`src/shared/afmt_pkg.sv`:
```
// package for the flash converter output code formatter
// assumes one 50 MHz core clock and static format straps
package afmt_pkg;

    localparam int unsigned CODE_W     = 8;
    localparam int unsigned LOW_W      = 7;
    localparam int unsigned MSB_POS    = 7;
    localparam logic [7:0]  STEP_FIRST = 8'h00;
    localparam logic [7:0]  STEP_LAST  = 8'hff;
    localparam logic [7:0]  CODE_RST   = 8'h00;
    localparam logic [6:0]  LOW_ONES   = 7'h7f;
    localparam logic [2:0]  SYNC_RST   = 3'h7;
    localparam logic [1:0]  FMT_RST    = 2'h3;

    // one converted sample with its strobe
    typedef struct packed {
        logic       valid;
        logic [7:0] code;
    } afmt_word_t;

    // static format straps, active low inversion controls
    typedef struct packed {
        logic msb_invert_n;
        logic lsb_invert_n;
    } afmt_fmt_t;

endpackage

```
`src/afmt_core.sv`:
```
// output code formatter of an 8-bit flash converter
// assumes the step number comes from the encoder on the core clock
// and the two format straps come from pins outside the clock domain
//
// Notes on behaviour
// - 256 steps, 0 to 255, 8-bit word
// - step 0 at most positive input
// - step rises as input falls, to 255
// - msb_invert_n low inverts the top bit
// - lsb_invert_n low inverts seven lower bits
`timescale 1ns/100ps

module afmt_core (
    // clock and reset
    input  wire logic                  core_clk_i,
    input  wire logic                  rstn_i,
    // step number from the encoder
    input  wire logic                  step_valid_i,
    input  wire logic [7:0]            step_i,
    // format straps from pins
    input  wire logic                  msb_invert_n_i,
    input  wire logic                  lsb_invert_n_i,
    // formatted output word
    output afmt_pkg::afmt_word_t       word_o
);

    ////////////////////////////////////////////////////////////////////////
    // strap synchronisers, three stages, change taken when 2nd and 3rd agree

    logic [2:0]          msb_sync;
    logic [2:0]          lsb_sync;
    afmt_pkg::afmt_fmt_t fmt;
    logic [7:0]          next_code;

    // stages reset to the true binary level, so release shows no false change
    always_ff @(posedge core_clk_i or negedge rstn_i) begin
        if (!rstn_i) begin
            msb_sync <= afmt_pkg::SYNC_RST;
        end else begin
            msb_sync <= {msb_sync[1:0], msb_invert_n_i};
        end
    end

    always_ff @(posedge core_clk_i or negedge rstn_i) begin
        if (!rstn_i) begin
            lsb_sync <= afmt_pkg::SYNC_RST;
        end else begin
            lsb_sync <= {lsb_sync[1:0], lsb_invert_n_i};
        end
    end

    // straps default to true binary until the first settled sample
    always_ff @(posedge core_clk_i or negedge rstn_i) begin
        if (!rstn_i) begin
            fmt <= afmt_pkg::FMT_RST;
        end else begin
            if (msb_sync[2] == msb_sync[1]) begin
                fmt.msb_invert_n <= msb_sync[2];
            end
            if (lsb_sync[2] == lsb_sync[1]) begin
                fmt.lsb_invert_n <= lsb_sync[2];
            end
        end
    end

    ////////////////////////////////////////////////////////////////////////
    // formatting

    // step 0 is the top of the range, 255 the bottom; straight binary when both straps are high
    function automatic logic [7:0] afmt_format(input logic [7:0] step,
                                               input afmt_pkg::afmt_fmt_t f);
        logic [afmt_pkg::CODE_W-1:0] res;
        logic                        top_flip;
        logic [afmt_pkg::LOW_W-1:0]  low_flip;
        top_flip = ~f.msb_invert_n;
        low_flip = f.lsb_invert_n ? 7'h00 : afmt_pkg::LOW_ONES;
        res = step;
        res[afmt_pkg::MSB_POS] = step[afmt_pkg::MSB_POS] ^ top_flip;
        res[afmt_pkg::LOW_W-1:0] = step[afmt_pkg::LOW_W-1:0] ^ low_flip;
        return res;
    endfunction

    always_comb begin
        next_code = afmt_format(step_i, fmt);
    end

    always_ff @(posedge core_clk_i or negedge rstn_i) begin
        if (!rstn_i) begin
            word_o.valid <= 1'b0;
            word_o.code  <= afmt_pkg::CODE_RST;
        end else begin
            word_o.valid <= step_valid_i;
            if (step_valid_i) begin
                word_o.code <= next_code;
            end
        end
    end
endmodule

```
`config.mk`:
```
export PLATFORM = sky130hd
export DESIGN_NAME = afmt_core
export DESIGN_NICKNAME = d
export VERILOG_FILES = /design/src/shared/afmt_pkg.sv /design/src/afmt_core.sv
export SDC_FILE = /design/constraint.sdc
export NUM_CORES = 1
export LEC_CHECK = 0
export BUFFER_PORTS_ARGS = -buffer_cell sky130_fd_sc_hd__buf_2
export CAP_MARGIN = 20
export CORE_UTILIZATION = 46
export DETAILED_ROUTE_END_ITERATION = 7
export HOLD_SLACK_MARGIN = 0.02
export PLACE_DENSITY = 0.74
export SYNTH_ARGS = -nofsm -noshare
export SYNTH_HDL_FRONTEND = slang
export SYNTH_SLANG_ARGS = --single-unit
export TNS_END_PERCENT = 100
```
`constraint.sdc`:
```
create_clock -name core_clk_i -period 1.45 [get_ports core_clk_i]
set_input_delay 0.145 -clock core_clk_i [delete_from_list [all_inputs] [get_ports core_clk_i]]
set_output_delay 0.145 -clock core_clk_i [all_outputs]
set_load 0.02 [all_outputs]
```
==> flow_metrics.tcl, run 1 <==
set metrics [dict create \
    overflow 0 \
    period_share_pct 79.6 \
    crit_path_end_kind "flop" \
    cpMaxStageDelayCell "dfstp_2" \
    cts-resized-gates 0 \
    hold_path_depth 1 \
    synth_area_per_cell_um2 17.1 \
    grt_max_degree 18 \
    min_to "word_o[8]" \
    area_growth_pct 25.9 \
    reg2reg_depth 2 \
    r2r_start "fmt[0]" \
    hold_viol 0 \
    drc 0 \
    ys_seq_elements 17 \
    via_count 368 \
    max_freq_mhz 866 \
    crit_path_start_kind "flop" \
    worstMarginPinSlew_ns 0.368 \
    drtPass1Iterations 1 \
    drive_gt1_share_pct 65.1 \
    cts_htree_levels 1 \
    hold_class "input pin to flop" \
    syn_nets 50 \
    fp.dieH_um 39.1 \
    nNetsFinal 77 \
    p_per_area_nw_per_um2 1320 \
    port-buffer-count 21 \
    antenna_found_initial 0 \
    drv_cap 0 \
    ctsHoldBuffers 3 \
    die_x_um 39.1 \
    syn_area_um2 632 \
    seq_area_frac_synth_pct 68.9 \
    n_antenna_cell 0 \
    cts_root_buffer "clkbuf_4" \
    rsz0062_at_grt "no" \
    clock_latency_ns 0.28 \
    finalSetupViolations 0 \
    dieArea_um2 1530 \
    leakage_nw 0.354 \
    slew_headroom_pct 75.5 \
    min_period_ns 1.15 \
    yosys.cell_types.count 7 \
    final_antenna_net_count 0 \
    routabilityCongestion 0.628 \
    crit_arrival_ns 1.33 \
    start_util_pct 53.3 \
    cp.required_ns 1.62 \
    rows 12 \
    finalWirelength_um 1020 \
    path_delay_family "flip-flops" \
    post-cts-setup-buffer-count 0 \
    gr-max-usage-layer "met2" \
    cts.sinks 17 \
    nFillCells 97 \
    crit_fanout 8 \
    ys_warn_count 0 \
    netlist_instances 37 \
    grt_pass1_wl_um 1590 \
    numCtsBuffers 3 \
    reg2reg_to "word_o[6]" \
    reg2reg_slack_ns 0.30 \
    grt.total_usage_pct 17.2 \
    hold_slack_ns 0.0879 \
    cts_tree "done" \
    slew_violations 0 \
    clock_skew_ns 0.00166 \
    cp_num_buf_inv 0 \
    ioPinCount 22 \
    peakVddDrop_mv 0.793 \
    setup_tns_ns 0 \
    grt_use_met3_pct 6.94 \
    use_met2_pct 30.8 \
    cts.reportedPaths.clkPinSlew_ns 0.09 \
    crit_type "flop to flop" \
    max_stage_delay_ns 0.66 \
    grt_pass1_vias 389 \
    vias_per_cell 4.78 \
    clockBufferDepth 2 \
    fp.coreArea_um2 1190 \
    avgRoutedWirePerCell_um 13.2 \
    drt_iter0_markers 0 \
    status "complete, no violations" \
    path_cells "xnor2_1 -> mux2_2" \
    grt_use_met1_pct 17.0 \
    hp-start "step_valid_i" \
]
[worst max path at each step]
stage	from	endpoint	slack [ns]	cells past startpoint
global placement	fmt[0]	word_o[0]	0.33	2
floorplan	fmt[0]	word_o[0]	0.38	3
CTS	fmt[0]	word_o[0]	0.28	2
detailed placement	fmt[0]	word_o[6]	0.29	2
global route	fmt[0]	word_o[0]	0.26	2
finish	fmt[0]	word_o[6]	0.30	2
[per-layer routing]
layer | vias to the layer above | part of all wire, %
li1 | 174 | -
met3 | 0 | 5.3
met2 | 17 | 55
met4 | 0 | 0
met1 | 177 | 40
met5 | - | 0
[logic make-up after synthesis]
group	share of synthesized area, %
DFF	68.9
muxes	14.3
buffers and inverters	2.57
xor gates and xnor gates	11.1
adders and majority gates	3.17
[power by group]
part	internal [mW]	total [mW]	switching (mW)
registers	0.545	0.582	0.0365
clock network	0.102	0.241	0.139
logic	0.108	0.224	0.116
[synth_stat cells]
| library cell | instances | area, um^2 |
|---|---|---|
| buf_2 | 1 | 5.00 |
| dfrtp_1 | 9 | 225 |
| mux2_2 | 8 | 90.1 |
| buf_6 | 1 | 11.3 |
| maj3_1 | 2 | 20.0 |
| xnor2_1 | 8 | 70.1 |
| dfstp_2 | 8 | 210 |
[worst reg2reg max path, cell delays in order (launching register included)]
cell     delay, ns
dfstp_2       0.66
xnor2_1       0.11
mux2_2        0.27
[area by class of cell]
cell class	instances	area, um^2	area share [%]
Sequential cell	17	435	54.7
Multi-Input combinational cell	18	180	22.6
Timing Repair Buffer	24	135	17.0
Clock buffer	3	22.5	2.83
Tap cell	14	17.5	2.20
Clock inverter	1	5.00	0.629
[flip-flops by register name, summed over array words and instances (netlist names)]
register / flops
fmt: 2
lsb_sync: 3
msb_sync: 3
word_o: 9
[placed cells by master, fill, tap and decap left out]
cell,netlist,final
maj3_1,2,2
dlygate4sd3_1,0,3
clkbuf_4,0,3
clkinv_2,0,1
dfrtp_1,9,9
xnor2_1,8,8
mux2_2,8,8
dfstp_2,8,8
buf_2,1,21
[stage by stage]
step                utilization [%]  instance area (um^2)  instances  power (mW)  worst slack (ns)
floorplan                         -                   632         37       0.728             0.383
global placement               62.2                   738         70       0.800             0.332
detailed placement             62.2                   738         70       0.816             0.294
CTS                            67.1                   796         77        1.07             0.281
global route                   67.1                   796         77        1.11             0.255
finish                         67.1                   796         77        1.05             0.296
Power figures use the tool's default switching activity.
==> inputs of run 2 (changes only) <==
- CORE_UTILIZATION: 46 -> 41
- PLACE_DENSITY: 0.74 -> 0.7
- clock period: 1.45 -> 1 ns (I/O delays scaled with it)
==> run 2 against run 1 <==
Non-clock buffer count did not move; critical path type unchanged; clock skew increased by 0.0015 ns; setup slack worse by 0.44 ns; design area rose by 2.5%; core utilization is 7.4 points lower; power increased by 48%; sequential share of layout area decreased by 1.3 points; the run now ends with negative setup slack left; hold slack lost 0.028 ns; final cell count increased by 1.3%; register-to-register slack worse by 0.44 ns; critical endpoint is now word_o[5]; flip-flop and latch count unchanged; die area up 12%; largest power group unchanged.
==> flow_metrics.tcl, run 2 (synthesis results as in run 1) <==
set metrics [dict create \
    grt_pass1_vias 388 \
    reg2reg_slack_ns -0.14 \
    drive_gt1_share_pct 65.1 \
    max_freq_mhz 877 \
    overflow 0 \
    cts_tree "done" \
    grt_pass1_wl_um 1560 \
    largest_register_ffs 9 \
    cp.required_ns 1.18 \
    fin_ws_ns -0.141 \
    slew_violations 0 \
    clock_latency_ns 0.28 \
    hold_slack_ns 0.0598 \
    setup_tns_ns -0.921 \
    avgRoutedWirePerCell_um 12.7 \
    finalWirelength_um 989 \
    leakage_nw 0.375 \
    hold_class "input pin to flop" \
    cts.sinks 17 \
    area_growth_pct 29.1 \
    dp_hpwl_um 630 \
    rsz0062_at_grt "yes" \
    peakVddDrop_mv 1.20 \
    hold_path_depth 1 \
    vias_per_cell 4.63 \
    drt_iter0_markers 1 \
    die_x_um 41.3 \
    min_to "word_o[8]" \
    cts_root_buffer "clkbuf_4" \
    fp.dieH_um 41.3 \
    nNetsFinal 77 \
    crit_fanout 8 \
    start_util_pct 46.2 \
    dieArea_um2 1700 \
    crit_type "flop to flop" \
    finalPower_mw 1.55 \
    place_area_um2 739 \
    hp-start "step_valid_i" \
    finalSetupViolations 7 \
    r2r_start "fmt[0]" \
    clockBufferDepth 2 \
    grt.total_usage_pct 15.5 \
    via_count 361 \
    ioPinCount 22 \
    post-cts-setup-buffer-count 0 \
    n_antenna_cell 0 \
    final_antenna_net_count 0 \
    violations "negative setup slack" \
    min_period_ns 1.14 \
    reg2reg_depth 2 \
    slew_headroom_pct 75.3 \
    crit_path_start_kind "flop" \
    p_per_area_nw_per_um2 1900 \
    numCtsBuffers 3 \
    crit_arrival_ns 1.32 \
    hold_viol 0 \
    status "finished, violations left" \
    top_regs "word_o x9, lsb_sync x3, msb_sync x3" \
    grt_max_degree 18 \
    period_share_pct 114 \
    final_common_cell "buf_2" \
    clock_skew_ns 0.00314 \
    cts_htree_levels 1 \
    routabilityCongestion 0.570 \
    drtPass1Iterations 2 \
    drv_cap 0 \
    final_area_um2 816 \
    largest-register "word_o" \
    port-buffer-count 21 \
    reg2reg_to "word_o[5]" \
    crit_path_end_kind "flop" \
    drc 0 \
    antenna_found_initial 0 \
    cts.reportedPaths.clkPinSlew_ns 0.10 \
    rows 13 \
    worstMarginPinSlew_ns 0.370 \
    final_cell_mix "buf_2, dfrtp_1, xnor2_1, dfstp_2, mux2_4" \
    fp.coreArea_um2 1370 \
]
[run 2: cell counts in the layout (fill, tap and decap cells not counted)]
No cell type changed its count.
[run 2: how the worst max path moves through the flow]
| stage | start | endpoint | slack, ns | cells past startpoint |
|---|---|---|---|---|
| floorplan | fmt[0] | word_o[0] | -0.06 | 3 |
| global placement | fmt[0] | word_o[0] | -0.11 | 2 |
| detailed placement | fmt[0] | word_o[6] | -0.13 | 2 |
| CTS | fmt[0] | word_o[5] | -0.15 | 2 |
| global route | fmt[0] | word_o[5] | -0.19 | 2 |
| finish | fmt[0] | word_o[5] | -0.14 | 2 |
[run 2: per-layer routing]
layer / vias to the layer above / global-route usage (%) / routed length [um]
li1: 173 / - / -
met1: 173 / 17.3 / 437
met2: 15 / 24.2 / 491
met3: 0 / 6.52 / 59
met4: 0 / 9.68 / 0
met5: - / 0 / 0
[run 2: per-stage QoR]
step	std cells	setup WS, ns	utilization (%)
after global placement	71	-0.110	54.1
after global routing	78	-0.188	59.7
final	78	-0.141	59.7
after floorplan	37	-0.0584	-
after CTS	78	-0.148	59.4
after detailed placement	71	-0.127	54.1
[run 2: timing repair]
action / CTS / global route
hold buffers: 3 / 0
endpoints found under the setup margin: 7 / 8
hold endpoints to repair: 19 / 0
resized for setup: 4 / 1
pin swaps: 0 / 2
[run 2: critical path, stage by stage (launching register included)]
cell and delay (ns):
dfstp_2 0.67, xnor2_1 0.10, mux2_4 0.26
[run 2: power by group]
| part | internal (mW) | switching [mW] |
|---|---|---|
| clock network | 0.148 | 0.209 |
| registers | 0.791 | 0.0544 |
| logic | 0.179 | 0.169 |
[run 2: layout make-up]
cell class	instances	area [um^2]
fillers	128	551
flip-flops and latches	17	435
multi-input cells	18	199
repair buffers	24	135
clock buffers	3	22.5
well taps	15	18.8
clock inverters	1	5.00
==> inputs of run 3 (changes only) <==
- CORE_MARGIN: not set -> 4
- MAX_ROUTING_LAYER: not set -> met4
==> run 3 against run 2 <==
The flow still finishes with violations (negative setup slack); sequential share of layout area fell by 1.1 points; global-route usage fell by 3.9 points; wire length rose by 3.0%; core utilization rose by 0.56 points; critical path type unchanged; largest cell class unchanged; largest power group unchanged.
==> flow_metrics.tcl, run 3 (synthesis results as in run 1) <==
set metrics [dict create \
    status "finished, violations left" \
    violations "negative setup slack" \
    crit_path_end_kind "flop" \
    drt_iter0_markers 1 \
    numCtsBuffers 3 \
    place_area_um2 739 \
    dieArea_um2 2230 \
    antenna_found_initial 0 \
    clockBufferDepth 2 \
    max_freq_mhz 876 \
    ioPinCount 22 \
    drc 0 \
    crit_arrival_ns 1.32 \
    placedCellCount 71 \
    peakVddDrop_mv 1.09 \
    path_cells "xnor2_1 -> mux2_2" \
    clock_latency_ns 0.28 \
    cts.sinks 17 \
    cts.reportedPaths.clkPinSlew_ns 0.09 \
    period_share_pct 114 \
    finalSetupViolations 8 \
    cp.required_ns 1.17 \
    min_period_ns 1.14 \
    rows 13 \
    n_antenna_cell 0 \
    top_regs "word_o x9, lsb_sync x3, msb_sync x3" \
    area_growth_pct 31.9 \
    clock_skew_ns 0.00258 \
    max_stage_delay_ns 0.67 \
    fin_cells 80 \
    p_per_area_nw_per_um2 1860 \
    slew_headroom_pct 76.1 \
    via_count 389 \
    worstMarginPinSlew_ns 0.359 \
    cts_root_buffer "clkbuf_4" \
    grt_max_degree 18 \
    drtPass1Iterations 2 \
    port-buffer-count 21 \
    largest_register_ffs 9 \
    finalWirelength_um 1020 \
    grt_pass1_wl_um 1620 \
    final_area_um2 833 \
    routabilityCongestion 0.666 \
    avgRoutedWirePerCell_um 12.7 \
    rsz0062_at_grt "yes" \
    cts_tree "done" \
    final_antenna_net_count 0 \
    start_util_pct 45.7 \
    hold_class "input pin to flop" \
    reg2reg_slack_ns -0.14 \
    cts_htree_levels 1 \
    fp.coreArea_um2 1380 \
    crit_type "flop to flop" \
    hold_slack_ns 0.0636 \
    largest-register "word_o" \
    cpMaxStageDelayCell "dfstp_2" \
    vias_per_cell 4.86 \
    nNetsFinal 79 \
    crit_path_start_kind "flop" \
    drive_gt1_share_pct 66.2 \
    fin_ws_ns -0.142 \
    hold_viol 0 \
    crit_fanout 8 \
    drv_cap 0 \
    overflow 0 \
    die_x_um 47.3 \
    final_cell_mix "buf_2, dfrtp_1, dfstp_2, xnor2_1, mux2_2" \
    slew_violations 0 \
    grt_pass1_vias 361 \
    final_common_cell "buf_2" \
    fp.dieH_um 47.3 \
    grt.total_usage_pct 11.6 \
    leakage_nw 0.381 \
]
run 3: through the flow:
| step | setup WS [ns] | total power, mW | utilization, % | setup TNS [ns] |
|---|---|---|---|---|
| 6_report | -0.142 | 1.55 | 60.3 | -1.04 |
| 5_1_grt | -0.188 | 1.65 | 60.3 | -1.38 |
| 4_1_cts | -0.141 | 1.56 | 59.2 | -0.973 |
| 3_5_place_dp | -0.115 | 1.17 | 53.5 | -0.759 |
| 3_3_place_gp | -0.103 | 1.16 | 53.5 | -0.670 |
| 2_1_floorplan | -0.0584 | 1.06 | - | -0.409 |
run 3: power breakdown:
part	switching (mW)	leakage [nW]	total (mW)	internal, mW
Sequential	0.0507	0.189	0.841	0.790
Combinational	0.175	0.177	0.360	0.185
Clock	0.194	0.0150	0.349	0.155
Total	0.419	0.381	1.55	1.13
run 3: path summary, 6_finish.rpt:
kind / cells after the start / end / startpoint
max: 2 / word_o[6] / fmt[0]
min: 1 / word_o[8] / step_valid_i
max reg2reg: 2 / word_o[6] / fmt[0]
min reg2reg: 0 / lsb_sync[1] / lsb_sync[0]
max in group asynchronous: 2 / msb_sync[2] / rstn_i
min in group asynchronous: 2 / word_o[5] / rstn_i
run 3: critical path: cells and delay by family, from the launching register on:
family / cells / cell delay, ns
XOR/XNOR: 1 / 0.10
flip-flops: 1 / 0.67
multiplexers: 1 / 0.26
run 3: layer usage:
layer | part of all wire [%] | track usage (%) | vias up
met4 | 1.8 | 4.97 | 0
li1 | - | - | 180
met1 | 39 | 12.0 | 188
met3 | 8.7 | 5.75 | 5
met5 | 0 | - | -
met2 | 50 | 18.4 | 16
run 3: timing repair:
action / in CTS / in global routing
gates resized for setup: 3 / 2
setup buffers: 1 / 1
hold buffers: 3 / 0
pin swaps: 1 / 0
setup endpoints to repair: 7 / 8
endpoints found under the hold margin: 19 / 0
run 3: area by class of cell:
| class | instances | area (um^2) |
|---|---|---|
| clock buffer | 4 | 26.3 |
| fill | 109 | 549 |
| multi-input combinational | 18 | 199 |
| sequential | 17 | 435 |
| tap | 15 | 18.8 |
| timing repair buffer | 26 | 154 |
